## src/design/ebsc_map.svh

```systemverilog
`ifndef EBSC_MAP_SVH
`define EBSC_MAP_SVH
// write strobe config field encodings
`define EBSC_WR_STROBE_FULL 1'h0
`define EBSC_WR_STROBE_LOWB 1'h1
// strobe, synchroniser and pin stage reset values
`define EBSC_STROBE_RST 1'h1
`define EBSC_SYNC_RST 1'h0
`define EBSC_PIN_RST 8'h00
// programmed wait state counter width and reset value
`define EBSC_WAIT_W 4
`define EBSC_WAIT_RST 4'h0
`define EBSC_SEG_RST 8'h00
`endif

```

## src/design/ebsc_pkg.sv

```systemverilog
package ebsc_pkg;
  typedef enum logic [1:0] {
    EBSC_IDLE = 2'h0,
    EBSC_WAIT = 2'h1,
    EBSC_RDY = 2'h3
  } ebsc_state_e;
  // one external access request from the core
  typedef struct packed {
    logic fetch;
    logic rd;
    logic wr;
    logic bus8;
    logic low_byte;
    logic [7:0] seg;
  } ebsc_req_s;
endpackage : ebsc_pkg

```

## src/design/ebsc_top.sv

```systemverilog
`timescale 1ns/1ps
`include "ebsc_map.svh"
module ebsc_top (
  input wire logic REF_CLK_I, // system clock
  input wire logic RST_I, // async reset, active high
  input wire logic REQ_VALID_I, // core starts an access
  input wire ebsc_pkg::ebsc_req_s REQ_I, // access descriptor
  output logic REQ_DONE_O, // access finished, one cycle
  input wire logic WRITE_STROBE_CONFIG_FIELD_I, // 0 full, 1 low-byte mode
  input wire logic READY_EN_I, // ready function enable
  input wire logic [`EBSC_WAIT_W-1:0] WAIT_CNT_I, // programmed wait states
  input wire logic READY_I, // external ready, high = wait
  input wire logic [7:0] CAN_SEL_I, // per line: 1 = CAN use
  input wire logic [7:0] CAN_TX_I, // CAN transmit data per line
  output logic [7:0] CAN_RX_O, // CAN receive data per line
  input wire logic [7:0] SEG_PORT_I, // segment_address_port pins in
  output logic [7:0] SEG_PORT_O, // segment_address_port pins out
  output logic [7:0] SEG_PORT_OE_O, // pin drive enables
  output logic RD_N_O, // read strobe, active low
  output logic WR_N_O // write_strobe_low_byte, active low
);
  // ==========================================
  // input synchronisers
  // ready and port pins are asynchronous, two stages each
  logic rdy_m_r, rdy_s_r;
  logic [7:0] pin_m_r, pin_s_r;
  always_ff @(posedge REF_CLK_I or posedge RST_I) begin
    if (RST_I) begin
      rdy_m_r <= `EBSC_SYNC_RST;
      rdy_s_r <= `EBSC_SYNC_RST;
      pin_m_r <= `EBSC_PIN_RST;
      pin_s_r <= `EBSC_PIN_RST;
    end else begin
      rdy_m_r <= READY_I;
      rdy_s_r <= rdy_m_r;
      pin_m_r <= SEG_PORT_I;
      pin_s_r <= pin_m_r;
    end
  end
  assign CAN_RX_O = pin_s_r & CAN_SEL_I;

  // ==========================================
  // access sequencer
  ebsc_pkg::ebsc_state_e st_r, st_nxt;
  ebsc_pkg::ebsc_req_s req_r;
  logic [`EBSC_WAIT_W-1:0] cnt_r, cnt_nxt;
  wire start = (st_r == ebsc_pkg::EBSC_IDLE) && REQ_VALID_I;
  wire cnt_zero = (cnt_r == `EBSC_WAIT_RST);
  // synced ready lags the pin by two cycles
  wire rdy_hold = READY_EN_I && rdy_s_r;
  wire active = (st_r != ebsc_pkg::EBSC_IDLE);
  always_comb begin
    st_nxt = st_r;
    cnt_nxt = cnt_r;
    unique case (st_r)
      ebsc_pkg::EBSC_IDLE: begin
        if (REQ_VALID_I) begin
          st_nxt = ebsc_pkg::EBSC_WAIT;
          cnt_nxt = WAIT_CNT_I;
        end
      end
      ebsc_pkg::EBSC_WAIT: begin
        if (!cnt_zero) cnt_nxt = cnt_r - 1'h1;
        else st_nxt = ebsc_pkg::EBSC_RDY;
      end
      ebsc_pkg::EBSC_RDY: begin
        if (!rdy_hold) st_nxt = ebsc_pkg::EBSC_IDLE;
      end
      default: st_nxt = ebsc_pkg::EBSC_IDLE;
    endcase
  end
  always_ff @(posedge REF_CLK_I or posedge RST_I) begin
    if (RST_I) begin
      st_r <= ebsc_pkg::EBSC_IDLE;
      cnt_r <= `EBSC_WAIT_RST;
      req_r <= '0;
    end else begin
      st_r <= st_nxt;
      cnt_r <= cnt_nxt;
      if (start) req_r <= REQ_I;
    end
  end
  assign REQ_DONE_O = (st_r == ebsc_pkg::EBSC_RDY) && !rdy_hold;

  // ==========================================
  // strobes
  wire rd_act = active && (req_r.fetch || req_r.rd);
  wire rd_take = REQ_I.fetch || REQ_I.rd;
  wire busy_nxt = (st_nxt != ebsc_pkg::EBSC_IDLE);
  // fetches never drive the write strobe
  wire wr_any = active && req_r.wr && !req_r.fetch;
  wire wr_low = wr_any && (req_r.bus8 || req_r.low_byte);
  wire wr_lowb_mode = (WRITE_STROBE_CONFIG_FIELD_I == `EBSC_WR_STROBE_LOWB);
  wire wr_act = wr_lowb_mode ? wr_low : wr_any;
  logic rd_n_r, wr_n_r;
  always_ff @(posedge REF_CLK_I or posedge RST_I) begin
    if (RST_I) begin
      rd_n_r <= `EBSC_STROBE_RST;
      wr_n_r <= `EBSC_STROBE_RST;
    end else begin
      rd_n_r <= !(busy_nxt && (start ? rd_take : rd_act));
      // write strobe trails the take edge by one cycle
      wr_n_r <= `EBSC_STROBE_RST;
      if (busy_nxt && !start) wr_n_r <= !wr_act;
    end
  end
  assign RD_N_O = rd_n_r;
  assign WR_N_O = wr_n_r;

  // ==========================================
  // segment port: bit 0 = segment_addr_lsb, bit 7 = segment_addr_msb
  logic [7:0] seg_r;
  always_ff @(posedge REF_CLK_I or posedge RST_I) begin
    if (RST_I) seg_r <= `EBSC_SEG_RST;
    else if (start) seg_r <= REQ_I.seg;
  end
  // lines with CAN selected bypass the segment latch
  genvar g;
  generate
    for (g = 0; g < 8; g++) begin : g_pin
      assign SEG_PORT_O[g] = CAN_SEL_I[g] ? CAN_TX_I[g] : seg_r[g];
    end
  endgenerate
  assign SEG_PORT_OE_O = 8'hFF;

  // ==========================================
  // checks
  property p_rd;
    @(posedge REF_CLK_I) disable iff (RST_I)
      (rd_act && busy_nxt) |=> !RD_N_O;
  endproperty
  a_rd: assert property (p_rd) else $error("read strobe missing");
  property p_wr_full;
    @(posedge REF_CLK_I) disable iff (RST_I)
      (wr_any && WRITE_STROBE_CONFIG_FIELD_I == `EBSC_WR_STROBE_FULL && busy_nxt) |=> !WR_N_O;
  endproperty
  a_wr_full: assert property (p_wr_full) else $error("full write strobe missing");
  property p_wr_low;
    @(posedge REF_CLK_I) disable iff (RST_I)
      (wr_any && wr_lowb_mode && !req_r.bus8 && !req_r.low_byte) |=> WR_N_O;
  endproperty
  a_wr_low: assert property (p_wr_low) else $error("high byte write strobed");
  property p_wr_cfg;
    @(posedge REF_CLK_I) disable iff (RST_I)
      (wr_any && (req_r.bus8 || req_r.low_byte) && st_nxt != ebsc_pkg::EBSC_IDLE)
      |=> !WR_N_O;
  endproperty
  a_wr_cfg: assert property (p_wr_cfg) else $error("low write strobe missing");
  property p_rdy;
    @(posedge REF_CLK_I) disable iff (RST_I)
      (st_r == ebsc_pkg::EBSC_RDY && rdy_hold) |-> !REQ_DONE_O;
  endproperty
  a_rdy: assert property (p_rdy) else $error("done while ready held");
  property p_seg;
    @(posedge REF_CLK_I) disable iff (RST_I)
      (start && CAN_SEL_I == 8'h00) |=> (SEG_PORT_O == $past(REQ_I.seg)) || CAN_SEL_I != 8'h00;
  endproperty
  a_seg: assert property (p_seg) else $error("segment port order wrong");
  property p_can;
    @(posedge REF_CLK_I) disable iff (RST_I)
      ((SEG_PORT_O ^ CAN_TX_I) & CAN_SEL_I) == 8'h00;
  endproperty
  a_can: assert property (p_can) else $error("CAN line not routed");
  property p_nordy;
    @(posedge REF_CLK_I) disable iff (RST_I)
      (st_r == ebsc_pkg::EBSC_RDY && !READY_EN_I) |-> REQ_DONE_O;
  endproperty
  a_nordy: assert property (p_nordy) else $error("ready not ignored");
  property p_idle;
    @(posedge REF_CLK_I) disable iff (RST_I)
      !busy_nxt |=> RD_N_O && WR_N_O;
  endproperty
  a_idle: assert property (p_idle) else $error("strobe outside access");
  property p_fetch_wr;
    @(posedge REF_CLK_I) disable iff (RST_I)
      (active && req_r.fetch) |=> WR_N_O;
  endproperty
  a_fetch_wr: assert property (p_fetch_wr) else $error("write strobe on fetch");
  property p_wait_load;
    @(posedge REF_CLK_I) disable iff (RST_I)
      start |=> cnt_r == $past(WAIT_CNT_I);
  endproperty
  a_wait_load: assert property (p_wait_load) else $error("wait count not loaded");
  property p_wait_hold;
    @(posedge REF_CLK_I) disable iff (RST_I)
      (st_r == ebsc_pkg::EBSC_WAIT && !cnt_zero) |=> st_r == ebsc_pkg::EBSC_WAIT;
  endproperty
  a_wait_hold: assert property (p_wait_hold) else $error("wait states cut short");
  property p_rdy_stay;
    @(posedge REF_CLK_I) disable iff (RST_I)
      (st_r == ebsc_pkg::EBSC_RDY && rdy_hold) |=> st_r == ebsc_pkg::EBSC_RDY;
  endproperty
  a_rdy_stay: assert property (p_rdy_stay) else $error("access ended while ready high");
  property p_done_pulse;
    @(posedge REF_CLK_I) disable iff (RST_I)
      REQ_DONE_O |=> !REQ_DONE_O;
  endproperty
  a_done_pulse: assert property (p_done_pulse) else $error("done longer than one cycle");
  property p_can_rx;
    @(posedge REF_CLK_I) disable iff (RST_I)
      (CAN_RX_O & ~CAN_SEL_I) == 8'h00;
  endproperty
  a_can_rx: assert property (p_can_rx) else $error("CAN receive on segment line");
  property p_seg_hold;
    @(posedge REF_CLK_I) disable iff (RST_I)
      (!start && CAN_SEL_I == 8'h00) |=> CAN_SEL_I != 8'h00 || $stable(SEG_PORT_O);
  endproperty
  a_seg_hold: assert property (p_seg_hold) else $error("segment address moved");

  // ==========================================
  // cover points
  c_read: cover property (@(posedge REF_CLK_I) start && REQ_I.rd);
  c_write: cover property (@(posedge REF_CLK_I) start && REQ_I.wr);
  c_stretch: cover property (@(posedge REF_CLK_I) st_r == ebsc_pkg::EBSC_RDY && rdy_hold);
  c_low_skip: cover property (@(posedge REF_CLK_I) wr_any && wr_lowb_mode && !wr_low);
  c_can: cover property (@(posedge REF_CLK_I) start && CAN_SEL_I != 8'h00);
endmodule : ebsc_top

```

## config.mk

```make
export PLATFORM = sky130hd
export DESIGN_NAME = ebsc_top
export DESIGN_NICKNAME = d
export VERILOG_FILES = /design/src/design/ebsc_pkg.sv /design/src/design/ebsc_top.sv
export VERILOG_INCLUDE_DIRS = /design/src /design/src/design
export SDC_FILE = /design/constraint.sdc
export NUM_CORES = 1
export LEC_CHECK = 0
export BUFFER_PORTS_ARGS = -buffer_cell sky130_fd_sc_hd__buf_4
export CAP_MARGIN = 20
export CORE_ASPECT_RATIO = 1.2
export CORE_MARGIN = 10
export CORE_UTILIZATION = 35
export CTS_CLUSTER_SIZE = 24
export DETAILED_ROUTE_END_ITERATION = 10
export SLEW_MARGIN = 20
export SYNTH_ARGS = -nofsm -noshare
export SYNTH_HDL_FRONTEND = slang
export SYNTH_SLANG_ARGS = --single-unit
```

## constraint.sdc

```tcl
create_clock -name REF_CLK_I -period 1.7 [get_ports REF_CLK_I]
set_input_delay 0.17 -clock REF_CLK_I [delete_from_list [all_inputs] [get_ports REF_CLK_I]]
set_output_delay 0.17 -clock REF_CLK_I [all_outputs]
set_load 0.1 [all_outputs]
```

==> out/qor.yml <==
routing:
  wl_per_cell_um: 15.3
  drt_iter0_drc: 59
  dr.pass1.iters: 4
  vias: 1214
  drc: 0
  drtAntennaViolNets: 0
  viasPerCell: 4.67
  wl_mm: 3.97
hold_path:
  holdCritPathClass: "input pin to asynchronous set/reset pin"
critical_path:
  startpoint: "st_r[0]$_DFF_PP0_"
  endpoint_kind: "output port"
  reg2reg_slack_ns: 0.15
  r2r_start: "cnt_r[0]$_DFFE_PP0P_"
  r2r-end: "cnt_r[3]$_DFFE_PP0P_"
  required_ns: 1.53
  rr_worst_depth: 5
  arrival_ns: 1.44
  startpoint_type: "flip-flop"
  crit_fanout: 10
  critPathKind: "flip-flop to output port"
sta:
  fmax_mhz: 623
  period_needed_ns: 1.61
  hold_slack_ns: -0.00915
  setup_viol: 0
  rsz0062_at_grt: "no"
  hold_viol: 11
  min_period_over_period_pct: 94.5
  slew_headroom_pct: 65.4
  worstMarginPinSlew_ns: 0.518
  skew_ns: 0.00927
  setup_tns_ns: 0
  slew_violations: 0
power_and_ir_drop:
  vdd_drop_max_mv: 0.913
  totalPowerFinal_w: 0.00430
  p_leak_nw: 1.15
  power_density_mw_per_mm2: 1790
synthesis:
  syn_avg_cell_area_sq_um: 13.6
  synth_seq_cells: 39
  yosysSeqAreaShare_pct: 59.4
  synth_warnings: 0
  syn_inst: 121
  synth_cell_types: 29
  syn_area_sq_mm: 0.00165
final_layout:
  areaGrowthSynthToFinish_pct: 46.3
  final_layout_size_suffix_gt1_share_pct: 51.0
  layout.nets: 249
  diodes: 0
place:
  place.gp.congestion: 0.849
  hpwl_mm: 3.12
  io_buffers: 65
status:
  violations: "negative hold slack"
  status: "complete, but fails checks"
global_routing:
  grt-ovfl-total: 0
  grt_pass1_wl_mm: 6.28
  track_usage_pct: 10.3
  grt_pass1_vias: 1381
  antenna_found_initial: 0
  grt_max_degree: 40
clock_tree:
  clkSinkCount: 39
  cts.htree.levels: 2
  numCtsBuffers: 5
  clk_pin_slew_ns: 0.07
  root_buffer: "clkbuf_8"
  clock_latency_ns: 0.28
  clk_path_buf_depth: 2
  cts_tree: "built"
die:
  ioPinCount: 74
  dieArea_sq_mm: 0.00786
  coreArea_sq_mm: 0.00456
  rows: 27
  die_h_um: 95.2
  die_w_um: 82.6
  initial_utilization_pct: 36.1
run:
  max_cap_viol_count: 0
==> placed cells by master, fill, tap and decap left out, types with 3 or more instances in the layout <==
cell / instances
and2_1: 9
buf_4: 66
clkbuf_8: 5
conb_1: 8
dfrtp_1: 37
dlygate4sd3_1: 9
inv_1: 5
mux2_2: 21
mux2i_1: 3
nand2_1: 4
==> report_power, final <==
part	internal, W	switching (W)
clock	0.000587	0.000306
combinational	0.000746	0.00126
sequential	0.00121	0.000194
==> state kept, by name, summed over array words and instances, names as in the netlist <==
name,count
pin_m_r,8
pin_s_r,8
seg_r,8
req_r,5
cnt_r,4
st_r,2
RD_N_O,1
WR_N_O,1
rdy_m_r,1
rdy_s_r,1
==> stage by stage <==
stage	setup slack, ns	area, sq um	std cells	util (%)
after detailed placement	-0.0207	2180	243	47.8
final	0.0938	2410	260	52.9
after CTS	0.0544	2410	260	52.8
after global routing	0.0377	2410	260	52.9
after global placement	0.206	2180	243	47.8
after floorplan	0.0619	1680	128	-
==> critical path, cell delays in order, from the launching register on <==
cell and delay, ns:
dfrtp_1 0.49, buf_4 0.22, nand2_1 0.07, a21oi_2 0.14, buf_6 0.24
==> cell type report <==
| type | count | area, sq um |
|---|---|---|
| Clock inverter | 2 | 60.1 |
| Fill cell | 409 | 2150 |
| Multi-Input combinational cell | 73 | 592 |
| Sequential cell | 39 | 978 |
| Tap cell | 58 | 72.6 |
| Clock buffer | 6 | 72.6 |
| Timing Repair Buffer | 77 | 617 |
| Inverter | 5 | 18.8 |
==> cells in the mapped netlist <==
master	number	share of area [%]
and2_1	9	3.4
o21ai_0	1	0.30
conb_1	1	0.23
o22ai_1	1	0.38
nor3b_1	3	1.4
a221o_1	1	0.61
nor3b_4	1	1.1
buf_6	3	2.0
nand2b_1	1	0.38
a21oi_1	3	0.91
nor2_1	1	0.23
buf_4	8	3.6
dfstp_2	2	3.2
o41ai_1	1	0.53
a2bb2oi_1	1	0.53
o2111ai_1	1	0.53
ha_1	1	0.76
nor2b_1	2	0.76
a22o_1	1	0.53
mux2_2	21	14
a221oi_1	2	1.1
mux2i_1	3	1.8
o21bai_1	2	0.91
nor3_1	1	0.30
inv_1	5	1.1
dfrtp_1	37	56
nand3_1	2	0.61
a22o_2	2	1.2
nand2_1	4	0.91
==> per-layer routing <==
layer	global-route usage, %	share of wire, %
met5	0	0
met1	9.75	33
met4	2.65	0.81
met2	18.6	55
met3	5.56	11
==> worst max path at each step <==
stage | slack [ns] | to
global placement | 0.21 | cnt_r[3]$_DFFE_PP0P_
floorplan | 0.06 | REQ_DONE_O
CTS | 0.05 | REQ_DONE_O
finish | 0.09 | REQ_DONE_O
global route | 0.04 | REQ_DONE_O
detailed placement | -0.02 | cnt_r[3]$_DFFE_PP0P_
==> what timing repair did <==
action	CTS	global route
gates resized for setup	1	1
pin swaps	0	0
setup buffers	0	0
endpoints found under the setup margin	1	1
hold endpoints to repair	9	0
hold buffers	9	0
==> logic make-up (layout without fill, tap and decap cells) <==
group / after synthesis / in the layout / share of synthesized area, %
other: 1 / 8 / 0.228
flip-flops: 39 / 39 / 59.4
AND/OR/NAND/NOR: 24 / 24 / 9.11
AO/OA/AOI/OAI: 16 / 16 / 7.52
buffers and inverters: 16 / 90 / 6.83
adder cells (fa/ha/maj): 1 / 1 / 0.759
multiplexers: 24 / 24 / 16.2
Note: power is estimated with default switching activity, not from simulation.
